==> config.mk <==
export PLATFORM = sky130hd
export DESIGN_NAME = mpfc_regs
export DESIGN_NICKNAME = d
export VERILOG_FILES = /design/src/design/mpfc_pkg.sv /design/src/design/mpfc_regs.sv /design/src/design/mpfc_uv_decode.sv
export SDC_FILE = /design/constraint.sdc
export NUM_CORES = 1
export LEC_CHECK = 0
export ABC_AREA = 1
export BUFFER_PORTS_ARGS = -buffer_cell sky130_fd_sc_hd__buf_2
export CORE_MARGIN = 3
export CORE_UTILIZATION = 25
export DETAILED_ROUTE_END_ITERATION = 10
export GPL_TIMING_DRIVEN = 0
export MAX_ROUTING_LAYER = met4
export PLACE_DENSITY = 0.54
export SYNTH_ARGS = -nofsm -noshare
export SYNTH_HDL_FRONTEND = slang
export SYNTH_SLANG_ARGS = --single-unit
==> constraint.sdc <==
create_clock -name clk -period 5.3 [get_ports clk]
set_input_delay 1.06 -clock clk [delete_from_list [all_inputs] [get_ports clk]]
set_output_delay 1.06 -clock clk [all_outputs]
set_load 0.01 [all_outputs]
==> src/design/mpfc_pkg.sv <==
// Purpose: Shared constants for the multiphase fault configuration register bank.
// Assumes: Registers are addressed by 8-bit command codes on the management bus.
// Notes:   Voltages are in millivolts, currents in amperes.
package mpfc_pkg;
    localparam logic [7:0] CMD_IMBALANCE    = 8'he3;
    localparam logic [7:0] CMD_PHASE_LIMIT  = 8'he4;
    localparam logic [7:0] CMD_OV_MARGINS   = 8'he5;
    localparam logic [7:0] CMD_UV_MARGIN    = 8'he6;
    localparam logic [7:0] CMD_BOOT_CODE    = 8'he7;
    localparam logic [7:0] RST_IMBALANCE    = 8'h03;
    localparam logic [7:0] RST_OV_MARGINS   = 8'h0f;
    localparam logic [7:0] RST_UV_MARGIN    = 8'h03;
    localparam logic [7:0] RST_BOOT_CODE    = 8'h00;
    localparam int         KEEP_BIT         = 7;
    localparam int         TRACK_LSB        = 3;
    localparam int         STATUS_BIT       = 3;
    localparam logic [2:0] PHASE_CODE_MAX   = 3'h5;
    localparam logic [15:0] TRACK_BASE_MV   = 16'h00af;
    localparam logic [15:0] TRACK_STEP_MV   = 16'h0032;
    localparam logic [15:0] FIX_STEP_MV     = 16'h0032;
    // Threshold is reported in amperes; zero means detection off.
    localparam logic [7:0] IMB_OFF          = 8'h00;
endpackage : mpfc_pkg

==> src/design/mpfc_regs.sv <==
// Purpose: Vendor fault configuration registers with derived thresholds.
// Assumes: A command decoder presents one-cycle write and read strobes with a code.
// Notes:   Derived outputs are registered so every output comes from a flip-flop.
`timescale 1ns/1ns
module mpfc_regs #(
    parameter logic [2:0] HW_PHASE_CODE = 3'h5
) (
    input  wire logic        clk,
    input  wire logic        rst_b,
    input  wire logic        wr_stb,
    input  wire logic        rd_stb,
    input  wire logic [7:0]  cmd,
    input  wire logic [15:0] wr_data,
    input  wire logic        status_clr,
    input  wire logic        table_sel,
    input  wire logic [15:0] output_setpoint,
    input  wire logic [15:0] output_ceiling,
    input  wire logic [15:0] droop_mv,
    input  wire logic [7:0]  max_dev_amps,
    input  wire logic [5:0]  dev_phase,
    output logic      [15:0] rd_data,
    output logic             rd_valid,
    output logic      [2:0]  active_phase_code,
    output logic      [5:0]  phase_off,
    output logic             imb_status,
    output logic             vendor_status,
    output logic             bus_alert_line,
    output logic      [15:0] tracking_ov_mv,
    output logic      [15:0] fixed_ov_mv,
    output logic      [15:0] undervoltage_trip_mv,
    output logic      [15:0] boot_mv
);
    logic [7:0]  imb_q;
    logic [2:0]  phase_q;
    logic [4:0]  ov_q;
    logic [2:0]  uv_q;
    logic [7:0]  boot_q;
    logic [7:0]  thr_a;
    logic [15:0] uv_margin;
    logic [15:0] uv_trip;
    logic        imb_evt;
    logic        bad_phase_wr;

    assign bad_phase_wr = wr_stb && cmd == mpfc_pkg::CMD_PHASE_LIMIT
                          && wr_data[2:0] > HW_PHASE_CODE;

    always_ff @(posedge clk or negedge rst_b) begin
        if (!rst_b) begin
            imb_q  <= mpfc_pkg::RST_IMBALANCE;
            ov_q   <= mpfc_pkg::RST_OV_MARGINS[4:0];
            uv_q   <= mpfc_pkg::RST_UV_MARGIN[2:0];
            boot_q <= mpfc_pkg::RST_BOOT_CODE;
        end else if (wr_stb) begin
            unique case (cmd)
                mpfc_pkg::CMD_IMBALANCE: imb_q <= {wr_data[7], 4'h0, wr_data[2:0]};
                mpfc_pkg::CMD_OV_MARGINS: ov_q <= wr_data[4:0];
                mpfc_pkg::CMD_UV_MARGIN:  uv_q <= wr_data[2:0];
                mpfc_pkg::CMD_BOOT_CODE:  boot_q <= wr_data[7:0];
                default: ;
            endcase
        end
    end

    // Out-of-range requests leave the running count untouched.
    always_ff @(posedge clk or negedge rst_b) begin
        if (!rst_b) begin
            phase_q <= 3'h0;
        end else if (wr_stb && cmd == mpfc_pkg::CMD_PHASE_LIMIT && !bad_phase_wr) begin
            phase_q <= wr_data[2:0];
        end
    end

    // The hardware phase count is not known until reset ends, so it is loaded once after.
    logic loaded_q;
    always_ff @(posedge clk or negedge rst_b) begin
        if (!rst_b) begin
            loaded_q <= 1'b0;
        end else begin
            loaded_q <= 1'b1;
        end
    end

    always_ff @(posedge clk or negedge rst_b) begin
        if (!rst_b) begin
            active_phase_code <= 3'h0;
        end else begin
            active_phase_code <= loaded_q ? phase_q : HW_PHASE_CODE;
        end
    end

    always_comb begin
        unique case (imb_q[2:0])
            3'h0:    thr_a = 8'h02;
            3'h1:    thr_a = 8'h04;
            3'h2:    thr_a = 8'h06;
            3'h3:    thr_a = 8'h08;
            3'h4:    thr_a = 8'h0a;
            3'h5:    thr_a = 8'h0f;
            3'h6:    thr_a = 8'h14;
            default: thr_a = mpfc_pkg::IMB_OFF;
        endcase
    end

    assign imb_evt = thr_a != mpfc_pkg::IMB_OFF && max_dev_amps > thr_a;

    // Set wins over a clear in the same cycle.
    always_ff @(posedge clk or negedge rst_b) begin
        if (!rst_b) begin
            imb_status    <= 1'b0;
            vendor_status <= 1'b0;
        end else begin
            imb_status    <= imb_evt | (imb_status & ~status_clr);
            vendor_status <= bad_phase_wr | (vendor_status & ~status_clr);
        end
    end

    always_ff @(posedge clk or negedge rst_b) begin
        if (!rst_b) begin
            bus_alert_line <= 1'b0;
        end else begin
            bus_alert_line <= imb_evt | bad_phase_wr
                | ((imb_status | vendor_status) & ~status_clr);
        end
    end

    always_ff @(posedge clk or negedge rst_b) begin
        if (!rst_b) begin
            phase_off <= 6'h00;
        end else if (imb_evt && !imb_q[mpfc_pkg::KEEP_BIT]) begin
            phase_off <= phase_off | dev_phase;
        end
    end

    mpfc_uv_decode u_uv (
        .code        (uv_q),
        .setpoint_mv (output_setpoint),
        .droop_mv    (droop_mv),
        .margin_mv   (uv_margin),
        .trip_mv     (uv_trip)
    );

    always_ff @(posedge clk or negedge rst_b) begin
        if (!rst_b) begin
            tracking_ov_mv       <= 16'h0000;
            fixed_ov_mv          <= 16'h0000;
            undervoltage_trip_mv <= 16'h0000;
            boot_mv              <= 16'h0000;
        end else begin
            tracking_ov_mv <= output_setpoint + mpfc_pkg::TRACK_BASE_MV
                + 16'(ov_q[4:3] * mpfc_pkg::TRACK_STEP_MV);
            fixed_ov_mv <= output_ceiling
                + 16'((ov_q[2:0] + 4'h1) * mpfc_pkg::FIX_STEP_MV);
            undervoltage_trip_mv <= uv_trip;
            // Table 0 steps 5 mV from 245 mV; table 1 steps 10 mV from 490 mV; code 0 is off.
            if (boot_q == 8'h00) begin
                boot_mv <= 16'h0000;
            end else if (table_sel) begin
                boot_mv <= 16'h01e0 + 16'(boot_q) * 16'h000a;
            end else begin
                boot_mv <= 16'h00f0 + 16'(boot_q) * 16'h0005;
            end
        end
    end

    always_ff @(posedge clk or negedge rst_b) begin
        if (!rst_b) begin
            rd_data  <= 16'h0000;
            rd_valid <= 1'b0;
        end else begin
            rd_valid <= rd_stb;
            unique case (cmd)
                mpfc_pkg::CMD_IMBALANCE:   rd_data <= {8'h00, imb_q};
                mpfc_pkg::CMD_PHASE_LIMIT: rd_data <= {13'h0000, phase_q};
                mpfc_pkg::CMD_OV_MARGINS:  rd_data <= {11'h000, ov_q};
                mpfc_pkg::CMD_UV_MARGIN:   rd_data <= {13'h0000, uv_q};
                mpfc_pkg::CMD_BOOT_CODE:   rd_data <= {8'h00, boot_q};
                default:                   rd_data <= 16'h0000;
            endcase
        end
    end

    property p_reject;
        @(posedge clk) disable iff (!rst_b)
        bad_phase_wr |=> vendor_status && bus_alert_line && phase_q == $past(phase_q);
    endproperty
    a_reject: assert property (p_reject) else $error("bad phase write not rejected");

    property p_accept;
        @(posedge clk) disable iff (!rst_b)
        wr_stb && cmd == mpfc_pkg::CMD_PHASE_LIMIT && wr_data[2:0] <= HW_PHASE_CODE
        |=> ##1 active_phase_code == $past(wr_data[2:0], 2);
    endproperty
    a_accept: assert property (p_accept) else $error("phase limit not applied");

    property p_imb;
        @(posedge clk) disable iff (!rst_b)
        imb_evt |=> imb_status && bus_alert_line;
    endproperty
    a_imb: assert property (p_imb) else $error("imbalance not flagged");

    property p_off;
        @(posedge clk) disable iff (!rst_b)
        imb_q[2:0] == 3'h7 |-> !imb_evt;
    endproperty
    a_off: assert property (p_off) else $error("disabled detection fired");

    property p_keep;
        @(posedge clk) disable iff (!rst_b)
        imb_evt && imb_q[mpfc_pkg::KEEP_BIT] |=> phase_off == $past(phase_off);
    endproperty
    a_keep: assert property (p_keep) else $error("kept phase turned off");

    property p_shed;
        @(posedge clk) disable iff (!rst_b)
        imb_evt && !imb_q[mpfc_pkg::KEEP_BIT] |=> (phase_off & $past(dev_phase)) == $past(dev_phase);
    endproperty
    a_shed: assert property (p_shed) else $error("faulty phase not turned off");

    property p_thr8;
        @(posedge clk) disable iff (!rst_b)
        imb_q[2:0] == 3'h3 && max_dev_amps == 8'h09 |-> imb_evt;
    endproperty
    a_thr8: assert property (p_thr8) else $error("8 A threshold wrong");

    property p_boot_hi;
        @(posedge clk) disable iff (!rst_b)
        rd_valid && $past(cmd) == mpfc_pkg::CMD_BOOT_CODE |-> rd_data[15:8] == 8'h00;
    endproperty
    a_boot_hi: assert property (p_boot_hi) else $error("boot high byte not zero");

    property p_ov_fix;
        @(posedge clk) disable iff (!rst_b)
        rst_b && ov_q[2:0] == 3'h7 && $stable(output_ceiling) && $stable(ov_q)
        |=> fixed_ov_mv == output_ceiling + 16'h0190;
    endproperty
    a_ov_fix: assert property (p_ov_fix) else $error("fixed OV margin wrong");

    // Derived outputs are one edge behind, so the edge that leaves reset is excluded.
    property p_track;
        @(posedge clk) disable iff (!rst_b)
        rst_b && ov_q[4:3] == 2'h3 |=> tracking_ov_mv == $past(output_setpoint) + 16'h0145;
    endproperty
    a_track: assert property (p_track) else $error("tracking OV margin wrong");

    property p_uv_top;
        @(posedge clk) disable iff (!rst_b)
        uv_q == 3'h7 |-> uv_margin == 16'h0190;
    endproperty
    a_uv_top: assert property (p_uv_top) else $error("UV margin top code wrong");

    property p_uv_trip;
        @(posedge clk) disable iff (!rst_b)
        rst_b && {1'b0, output_setpoint} >= {1'b0, droop_mv} + {1'b0, uv_margin}
        |=> undervoltage_trip_mv == $past(output_setpoint) - $past(droop_mv) - $past(uv_margin);
    endproperty
    a_uv_trip: assert property (p_uv_trip) else $error("UV trip level wrong");

    property p_boot_rd;
        @(posedge clk) disable iff (!rst_b)
        rd_stb && cmd == mpfc_pkg::CMD_BOOT_CODE |=> rd_data == {8'h00, $past(boot_q)};
    endproperty
    a_boot_rd: assert property (p_boot_rd) else $error("boot code readback wrong");

    property p_boot_off;
        @(posedge clk) disable iff (!rst_b)
        rst_b && boot_q == 8'h00 |=> boot_mv == 16'h0000;
    endproperty
    a_boot_off: assert property (p_boot_off) else $error("boot code zero not off");

    property p_clr;
        @(posedge clk) disable iff (!rst_b)
        status_clr && !imb_evt |=> !imb_status;
    endproperty
    a_clr: assert property (p_clr) else $error("imbalance status not cleared");

    property p_vendor_hold;
        @(posedge clk) disable iff (!rst_b)
        vendor_status && !status_clr |=> vendor_status;
    endproperty
    a_vendor_hold: assert property (p_vendor_hold) else $error("vendor status lost");

    c_reject: cover property (@(posedge clk) disable iff (!rst_b) bad_phase_wr);
    c_keep:   cover property (@(posedge clk) disable iff (!rst_b) imb_evt && imb_q[7]);
    c_imb:    cover property (@(posedge clk) disable iff (!rst_b) imb_evt);
    c_clr:    cover property (@(posedge clk) disable iff (!rst_b) imb_status ##1 !imb_status);
endmodule : mpfc_regs

==> src/design/mpfc_uv_decode.sv <==
// Purpose: Undervoltage margin decode and trip level computation.
// Assumes: Load line in micro-ohms and current in amperes give millivolt drop / 1000.
// Notes:   Result saturates at zero.
`timescale 1ns/1ns
module mpfc_uv_decode (
    input  wire logic [2:0]  code,
    input  wire logic [15:0] setpoint_mv,
    input  wire logic [15:0] droop_mv,
    output logic      [15:0] margin_mv,
    output logic      [15:0] trip_mv
);
    logic [16:0] sub;
    always_comb begin
        unique case (code)
            3'h6:    margin_mv = 16'h0145;
            3'h7:    margin_mv = 16'h0190;
            default: margin_mv = (16'(code) + 16'h0001) * 16'h0032;
        endcase
        sub = {1'b0, setpoint_mv} - {1'b0, droop_mv} - {1'b0, margin_mv};
        trip_mv = sub[16] ? 16'h0000 : sub[15:0];
    end
endmodule : mpfc_uv_decode

Word level (Yosys, flattened, before mapping)

Cells that the tools add are included.

Register bits: 117
Input port bits: 92

Add/subtract/negate cells: 9
Multipliers: 5
$lt $le $gt $ge: 2
Equality and inequality tests: 13
Multiplexer cells: 7
Bitwise gates (word level): 10
Reductions and logical operators: 14

Operator list:

| cell                                                                  | number |
|---|---|
| 8-bit == test (second input constant)                                 | 5 |
| 8-bit one-hot mux with 5 select lines                                 | 1 |
| 5-bit one-hot mux with 7 select lines                                 | 1 |
| 16-bit one-hot mux with 2 select lines                                | 1 |
| 13-bit two-way mux                                                    | 2 |
| 8-bit by 3-bit multiplier with 11-bit output (second input constant)  | 2 |
| 16-bit by 16-bit subtractor with 17-bit output                        | 1 |
| 17-bit by 16-bit subtractor with 17-bit output                        | 1 |
| 16-bit by 10-bit adder with 16-bit output                             | 1 |
| 16-bit by 8-bit adder with 16-bit output                              | 1 |
| 16-bit by 8-bit adder with 16-bit output (second input constant)      | 1 |
| 16-bit by 5-bit multiplier with 15-bit output (second input constant) | 1 |
| 16-bit two-way mux                                                    | 1 |
| 3-bit == test (second input constant)                                 | 5 |
| 9-bit by 12-bit adder with 13-bit output (first input constant)       | 1 |
| 8-bit by 11-bit adder with 12-bit output (first input constant)       | 1 |
| 4-bit by 5-bit multiplier with 9-bit output (second input constant)   | 1 |
| 3-bit by 1-bit adder with 4-bit output (second input constant)        | 2 |
| 8-bit > comparator                                                    | 1 |
| 8-bit logical NOT                                                     | 1 |
| 2-bit AND reduction                                                   | 4 |
| 8-bit nonzero test                                                    | 1 |
| 2-bit by 5-bit multiplier with 7-bit output (second input constant)   | 1 |
| 3-bit by 2-bit == test with 1-bit output (second input constant)      | 2 |
| other kinds (10)                                                      | 21 |

Logic depth before layout (Yosys ltp)

Gate-level depths: netlist of the first run.

Depth in word-level cells: 6
Gate-level depth with buffers: 22
Depth with buffers taken out: 21

Cells and area by module

From an unflattened synthesis of the first run, not the netlist that was laid out.

Cells, all modules: 1,014
Area, all modules: 8,002.7 um^2

By module, submodules not included:

| module         | times used | cells an instance | area an instance (um^2) | seq. area each (um^2) |
|---|---|---|---|---|
| mpfc_regs      | 1          | 683               | 6,045.8                 | 2,662.6 |
| mpfc_uv_decode | 1          | 331               | 1,956.9                 | 0.0 |

Least setup slack after synthesis of the first run

OpenSTA, ideal clock, no wires.

Path kind: register -> register
Start: reg uv_q[0]
End: reg undervoltage_trip_mv[7]
Setup time: 0.124 ns
Data arrival time: 3.691 ns
Required time: 5.176 ns
Path slack: 1.484 ns
Stages on the path, launching flop included: 21
Buffers on the path: 1
Path through: dfstp_2 -> inv_1 -> ha_1 -> inv_1 -> ha_1 -> inv_1 -> fa_1 -> xor2_1 -> o21ai_0 -> fa_1 -> inv_1 -> ha_1 -> a21oi_1 -> o21ai_1 -> inv_1 -> nand2_2 -> nand3_2 -> nand3b_2 -> nand2_4 -> buf_12 -> nor2_4

Word-level cells in the longest chain between the ends: 5

RTL lines:

| element                                          | RTL line             | source |
|---|---|---|
| from (decl)                                      | mpfc_regs.sv:36      | `logic [2:0] uv_q;` |
| from (signal assigned)                           | mpfc_regs.sv:51      | `uv_q <= mpfc_pkg::RST_UV_MARGIN[2:0];` |
| from (signal assigned)                           | mpfc_regs.sv:57      | `mpfc_pkg::CMD_UV_MARGIN: uv_q <= wr_data[2:0];` |
| 3-bit by 1-bit adder with 4-bit output           | mpfc_uv_decode.sv:17 | `default: margin_mv = (16'(code) + 16'h0001) * 16'h0032;` |
| 16-bit by 5-bit multiplier with 15-bit output    | mpfc_uv_decode.sv:17 |  |
| 16-bit one-hot mux with 2 select lines *         | mpfc_uv_decode.sv:14 | `unique case (code)` |
| 17-bit by 16-bit subtractor with 17-bit output * | mpfc_uv_decode.sv:19 | `sub = {1'b0, setpoint_mv} - {1'b0, droop_mv} - {1'b0, margin_mv};` |
| 16-bit two-way mux *                             | mpfc_uv_decode.sv:20 | `trip_mv = sub[16] ? 16'h0000 : sub[15:0];` |
| named net u_uv.trip_mv[7]                        | mpfc_uv_decode.sv:10 | `output logic [15:0] trip_mv` |
| to (signal assigned)                             | mpfc_regs.sv:153     | `undervoltage_trip_mv <= uv_trip;` |
| to (decl)                                        | mpfc_regs.sv:30      | `output logic [15:0] undervoltage_trip_mv,` |

Mark *: on every way through the listed nets, which the timed path passes. The rest lies on a longest branch.
A chain may end at the register's enable or synchronous reset.

Final worst setup path of the first run

Start: reg uv_q[0]
End: reg undervoltage_trip_mv[8]

Same word-level chain as after synthesis.

==> results of run 1 <==
==> through the flow <==
stage	cell area [um2]	instances	worst slack [ns]	hold slack (ns)
after floorplan	7670	930	1.48	0.430
after global placement	8980	1484	0.988	0.455
after detailed placement	9010	1485	1.00	0.456
after CTS	9310	1501	0.946	0.477
after global routing	9330	1509	0.690	0.501
final	9330	1509	0.980	0.460
==> area by class of cell <==
type	count	share of cell area, %
multi-input combinational	631	45.2
sequential	106	28.5
timing repair buffer	165	9.12
inverter	177	7.12
tap	390	5.23
clock buffer	9	2.41
buffer	16	1.29
clock inverter	7	0.858
antenna	8	0.214
==> registers in the layout, indices dropped and copies added (netlist names) <==
signal and count:
rd_data 8, undervoltage_trip_mv 16, ov_q 5, bus_alert_line 1, imb_status 1, rd_valid 1, vendor_status 1, loaded_q 1
fixed_ov_mv 16, active_phase_code 3, phase_off 6, uv_q 3, phase_q 3, imb_q 4, boot_mv 13, boot_q 8
tracking_ov_mv 16
==> critical path: stages (launching register included) <==
cell and delay [ns]:
dfstp_2 0.60, inv_1 0.14, ha_1 0.34, inv_1 0.06, ha_1 0.30, inv_1 0.06
fa_1 0.46, xor2_1 0.16, o21ai_0 0.25, fa_1 0.47, inv_1 0.07, ha_1 0.29
a21oi_1 0.20, o21ai_1 0.11, inv_1 0.07, nand2_2 0.08, nand3_2 0.09, nand3b_2 0.10
nand2_4 0.14, buf_12 0.16, nor2_2 0.04
==> cells in the mapped netlist (11+ instances only) <==
| master | count |
|---|---|
| a21oi_1 | 49 |
| buf_4 | 11 |
| fa_1 | 21 |
| nor2_1 | 54 |
| o21ai_0 | 46 |
| ha_1 | 95 |
| nand2_1 | 174 |
| xnor2_1 | 22 |
| nand4_1 | 14 |
| nand3_1 | 37 |
| xor2_1 | 20 |
| dfrtp_1 | 98 |
| inv_1 | 176 |
==> final timing paths <==
check / endpoint / cells past startpoint / slack (ns) / start
max: undervoltage_trip_mv[8] / 20 / 0.98 / uv_q[0]
min in group asynchronous: fixed_ov_mv[14] / 1 / 0.71 / rst_b
max reg2reg: undervoltage_trip_mv[8] / 20 / 0.98 / uv_q[0]
min reg2reg: active_phase_code[0] / 1 / 0.46 / loaded_q
min: active_phase_code[0] / 1 / 0.46 / loaded_q
max in group asynchronous: imb_q[1] / 2 / 3.81 / rst_b
==> routing by layer <==
| layer | routed length (um) | vias up | global-route usage, % |
|---|---|---|---|
| met5 | 0 | - | - |
| met4 | 217 | 0 | 2.52 |
| met3 | 1500 | 13 | 4.22 |
| met2 | 9120 | 145 | 20.3 |
| met1 | 8850 | 2934 | 15.4 |
| li1 | - | 3282 | - |
==> logic make-up after synthesis <==
| group | after synthesis | share of synthesized area [%] |
|---|---|---|
| XOR/XNOR | 42 | 4.83 |
| AND/OR/NAND/NOR | 320 | 18.7 |
| AO/OA/AOI/OAI | 137 | 10.0 |
| other | 2 | 0.0986 |
| adder cells (fa/ha/maj) | 116 | 21.1 |
| flip-flops | 106 | 35.0 |
| buffers and inverters | 193 | 10.3 |
==> cell usage in the layout (no fill, tap or decap), types with 5 or more instances in the layout <==
cell | synthesis | routed
xnor2_1 | 22 | 22
o22ai_1 | 7 | 7
buf_4 | 11 | 12
inv_1 | 176 | 176
nor3_1 | 5 | 5
nor2_2 | 10 | 10
a21o_1 | 7 | 7
xor2_1 | 20 | 20
nand3b_1 | 5 | 5
o21ai_0 | 46 | 46
o21bai_1 | 7 | 7
nor2_1 | 54 | 54
nand3_1 | 37 | 37
dfrtp_1 | 98 | 98
a21oi_1 | 49 | 49
diode_2 | 0 | 8
nand2_1 | 174 | 174
dfstp_2 | 8 | 8
clkbuf_16 | 0 | 9
buf_2 | 2 | 165
o21ai_1 | 9 | 9
fa_1 | 21 | 21
conb_1 | 2 | 16
nand4_1 | 14 | 14
ha_1 | 95 | 95
==> power by group through the flow <==
stage | clock network (mW) | registers, mW | logic (mW)
after floorplan | 0 | 1.01 | 0.516
after global placement | 0 | 0.960 | 0.847
after detailed placement | 0 | 0.960 | 0.857
after CTS | 0.743 | 0.948 | 0.862
after global routing | 0.763 | 0.959 | 0.968
final | 0.703 | 0.946 | 0.845
==> qor.txt, run 1 <==
Initial Util -> 25.6%
max_cap viols -> 0
Hold Vio Cnt, Final -> 0
Setup TNS -> 0 ns
vias in the first global route -> 6422
Arrival @ worst endpoint -> 4.56 ns
Power per Cell Area -> 267 nW/um2
cells taking the most area after synthesis -> dfrtp_1 (32%), ha_1 (16%), inv_1 (8.7%)
clock slew at reported path FFs -> 0.09 ns
Int Power -> 1.59 mW
sw frac -> 36.4%
fin. max-slew vios -> 0
Multi-input gate area -> 4220 um2
DR vias/cell -> 4.22
Clk network pwr share -> 28.2%
CP max FO -> 10
async set-reset flop share out of synthesis -> 100%
# setup viols final -> 0
Syn. warnings -> 0
Synth top area share -> 32.2%
largest net degree at the start of global routing -> 60
CP Launch Type -> register
Seq pwr share -> 37.9%
GRT Residual Overflow -> 0
Die X -> 181 um
Final Cycle Share -> 81.5%
netlist area before placement -> 7620 um2
Num CTS Buffers -> 9
CP Class -> reg2reg
final wirelength -> 19.7 mm
sequential cell area fraction in the yosys report -> 35.0%
Post-CTS Setup Repair Bufs -> 0
Least-Margin Pin Slew -> 0.643 ns
clock tree buffer depth -> 2
layout cell share with drive strength beyond 1 -> 20.7%
PostCTS Resize Cnt -> 0
DRC Markers -> 0
Power, Total -> 2.49 mW
Max Clock Freq -> 231 MHz
static leakage -> 5.09 nW
Post-synth EDFFs -> 0
die outline height -> 181 um
Fin Clk Skew -> 0.0147 ns
fin util -> 31.3%
first-pass GRT wire length -> 32.1 mm
combinational share of power -> 33.9%
CTS HTree Levels -> 3
Reg area -> 2660 um2
DR iter-0 viols -> 229
Psw -> 907 uW
die area -> 32600 um2
I/O Buffers -> 164
maximum vdd drop -> 0.156 mV
Mean Syn Cell Area -> 8.32 um2
nets -> 1314
largest area contributor in the netlist -> dfrtp_1
CTS tree -> built
area grow syn2layout -> 22.5%
GR Util All Layers -> 12.6%
Clock Sinks -> 106
Worst slew margin -> 57.2%
crit path capture type -> register
Rows -> 63
drt pass-1 iters -> 4
minimum clock period -> 4.32 ns
Yosys reg bits -> 106
vias -> 6374
Required @ worst endpoint -> 5.54 ns
root buffer cell -> clkbuf_16
clk_lat worst skew -> 0.36 ns
hpwl dp -> 16.4 mm
FILL cells -> 3237
routed len/inst -> 13.0 um
Placeable Area -> 29800 um2
Placer Congestion -> 0.891
worst min path class -> reg2reg
Final ANT Viol Nets -> 0
initial antenna violation count -> 8
Top-Level Pins -> 185
Unique masters post-synth -> 45
ys flop type -> dfrtp_1
RSZ-0062 raised after global routing -> false
Hold-fix buffers, CTS -> 0
status -> complete, no violations
Gate Count Post-Synth -> 916
(Power assumes the default switching activity.)
==> run 2: changes to the inputs <==
clock period = 4.1 ns   (was 5.3 ns; I/O delays follow)
==> qor.txt, run 2 (synthesis gave the netlist of run 1 again) <==
Final Cycle Share -> 96.1% (+15 points)
DR vias/cell -> 4.24 (+0.38%)
die outline height -> 181 um (unchanged)
clock tree buffer depth -> 2 (unchanged)
# setup viols final -> 0 (unchanged)
Final WS setup -> 0.161 ns (-0.819 ns)
Hold Vio Cnt, Final -> 0 (unchanged)
clock slew at reported path FFs -> 0.09 ns (about the same)
Critical-path top delay cell -> dfstp_2
Regs by FF count -> fixed_ov_mv (16), tracking_ov_mv (16), undervoltage_trip_mv (16)
worst min path class -> reg2reg
Max Clock Freq -> 254 MHz (+9.7%)
CP bufs+invs -> 5 (-1)
FILL cells -> 3215 (-0.68%)
GR Util All Layers -> 12.6% (+0.092 points)
pre-CTS setup slack -> -0.198 ns (-1.20 ns)
Num CTS Buffers -> 9 (unchanged)
minimum clock period -> 3.94 ns (-0.381 ns)
vias -> 6428 (+0.85%)
Top-Level Pins -> 185 (unchanged)
drt pass-1 iters -> 4 (unchanged)
nets -> 1321 (+0.53%)
routed len/inst -> 13.1 um (+0.76%)
first-pass GRT wire length -> 32.3 mm (+0.71%)
Rows -> 63 (unchanged)
DRC Markers -> 0 (unchanged)
most used cell, CP -> inv_1
vias in the first global route -> 6473 (+0.79%)
DR iter-0 viols -> 233 (+1.7%)
GR Util met1 -> 15.5% (+0.075 points)
layout cell share with drive strength beyond 1 -> 22.7% (+2.0 points)
Placeable Area -> 29800 um2 (unchanged)
hpwl dp -> 16.4 mm (unchanged)
Die X -> 181 um (unchanged)
maximum vdd drop -> 0.202 mV (+30%)
Reg area -> 2660 um2 (unchanged)
final wirelength -> 19.9 mm (+1.2%)
root buffer cell -> clkbuf_16
Required @ worst endpoint -> 4.35 ns (-1.19 ns)
crit path capture type -> register
Power per Cell Area -> 347 nW/um2 (+30%)
slowest cell delay on critical path -> 0.60 ns (about the same)
CTS HTree Levels -> 3 (unchanged)
I/O Buffers -> 164 (unchanged)
CP max FO -> 5 (-5)
Final ANT Viol Nets -> 0 (unchanged)
Fin Clk Skew -> 0.0134 ns (-0.00129 ns)
area grow syn2layout -> 25.2%
commonest cells after routing, fill and taps aside -> inv_1 (175), nand2_1 (173), buf_2 (165)
Clock Sinks -> 106 (unchanged)
Least-Margin Pin Slew -> 0.643 ns (-0.0000240 ns)
Crit path max-delay family -> adder cells
Hold-fix buffers, CTS -> 0 (unchanged)
Arrival @ worst endpoint -> 4.19 ns (-0.37 ns)
Cells after DPL -> 1485 (unchanged)
max_cap viols -> 0 (unchanged)
CP Class -> reg2reg
Multi-input gate area -> 4350 um2 (+2.9%)
most common cell after layout, fill and taps aside -> inv_1
met3 Usage GRT -> 4.22% (unchanged)
largest net degree at the start of global routing -> 60 (unchanged)
fin cells -> 1516 (+0.46%)
clk_lat worst skew -> 0.36 ns (about the same)
Initial Util -> 25.6% (unchanged)
GRT busiest layer -> met2
die area -> 32600 um2 (unchanged)
Worst slew margin -> 57.2% (about the same)
initial antenna violation count -> 8 (unchanged)
met2 GRT Util -> 20.5% (+0.23 points)
CP Launch Type -> register
static leakage -> 5.13 nW (+0.86%)
GRT Residual Overflow -> 0 (unchanged)
Placer Congestion -> 0.891 (unchanged)
status -> complete, no violations
CTS tree -> built
fin. max-slew vios -> 0 (unchanged)
CP cell instances -> ha_2 -> ha_4 -> ha_4 -> inv_1 -> fa_2 -> nand2_1 -> nand2_1 -> inv_1 -> fa_1 -> inv_1 -> ha_4 -> nand2_4 -> o21ai_2 -> inv_1 -> nand2_2 -> nand3_4 -> nand2_2 -> nand2_2 -> nand2_4 -> clkbuf_16 -> nor2_2
run 2: cell count changes in the layout (fill, tap and decap cells not counted), sizes merged:
cell    before  now
buf        179  185
clkbuf      11   12
run 2: stage by stage:
step | power (mW) | util, % | cell area, um2 | setup TNS (ns) | hold WS (ns)
global route | 3.57 | 32.0 | 9530 | -0.0947 | 0.501
detailed placement | 2.35 | 30.2 | 9010 | -2.27 | 0.456
finish | 3.31 | 32.0 | 9530 | 0 | 0.461
global placement | 2.34 | 30.1 | 8980 | -2.41 | 0.455
CTS | 3.33 | 31.5 | 9380 | 0 | 0.477
floorplan | 1.97 | - | 7670 | 0 | 0.430
run 2: area by class of cell:
class | instances | area share, %
Inverter | 177 | 6.99
Timing Repair Buffer | 172 | 9.70
Antenna cell | 8 | 0.210
Clock inverter | 7 | 0.840
Buffer | 16 | 1.26
Sequential cell | 106 | 27.9
Multi-Input combinational cell | 631 | 45.6
Clock buffer | 9 | 2.36
Tap cell | 390 | 5.12
run 2: worst reg2reg max path, cell delays in order, from the launching register on:
cell and delay, ns:
dfstp_2 0.60, ha_2 0.20, ha_4 0.21, ha_4 0.26
inv_1 0.05, fa_2 0.55, nand2_1 0.05, nand2_1 0.08
inv_1 0.05, fa_1 0.48, inv_1 0.07, ha_4 0.30
nand2_4 0.07, o21ai_2 0.13, inv_1 0.06, nand2_2 0.11
nand3_4 0.09, nand2_2 0.07, nand2_2 0.05, nand2_4 0.12
clkbuf_16 0.17, nor2_2 0.04
run 2: report_power, final:
part	leakage (nW)	switching (mW)	internal, mW
Combinational	3.72	0.688	0.496
Clock	0.146	0.470	0.436
Sequential	1.27	0.0479	1.18
Total	5.13	1.21	2.11
run 2: repair_timing:
item | in CTS | in global routing
gates cloned | 0 | 1
pin swaps | 3 | 7
resized for setup | 10 | 19
setup buffers | 2 | 4
endpoints found under the setup margin | 16 | 16
run 2: path summary, 6_finish.rpt:
kind,start,endpoint,slack (ns),depth (start not counted)
min in group asynchronous,rst_b,fixed_ov_mv[14],0.48,1
max in group asynchronous,rst_b,imb_q[0],2.85,2
worst min register to register,loaded_q,active_phase_code[0],0.46,1
worst max-delay path,uv_q[0],undervoltage_trip_mv[14],0.16,21
worst min-delay path,loaded_q,active_phase_code[0],0.46,1
worst max register to register,uv_q[0],undervoltage_trip_mv[14],0.16,21
run 2: per-layer routing:
metal | up-vias | part of all wire (%) | wire length [um]
li1 | 3294 | - | -
met1 | 2965 | 45 | 8870
met2 | 155 | 46 | 9230
met3 | 14 | 8.0 | 1590
met4 | 0 | 1.2 | 232
met5 | - | 0 | 0
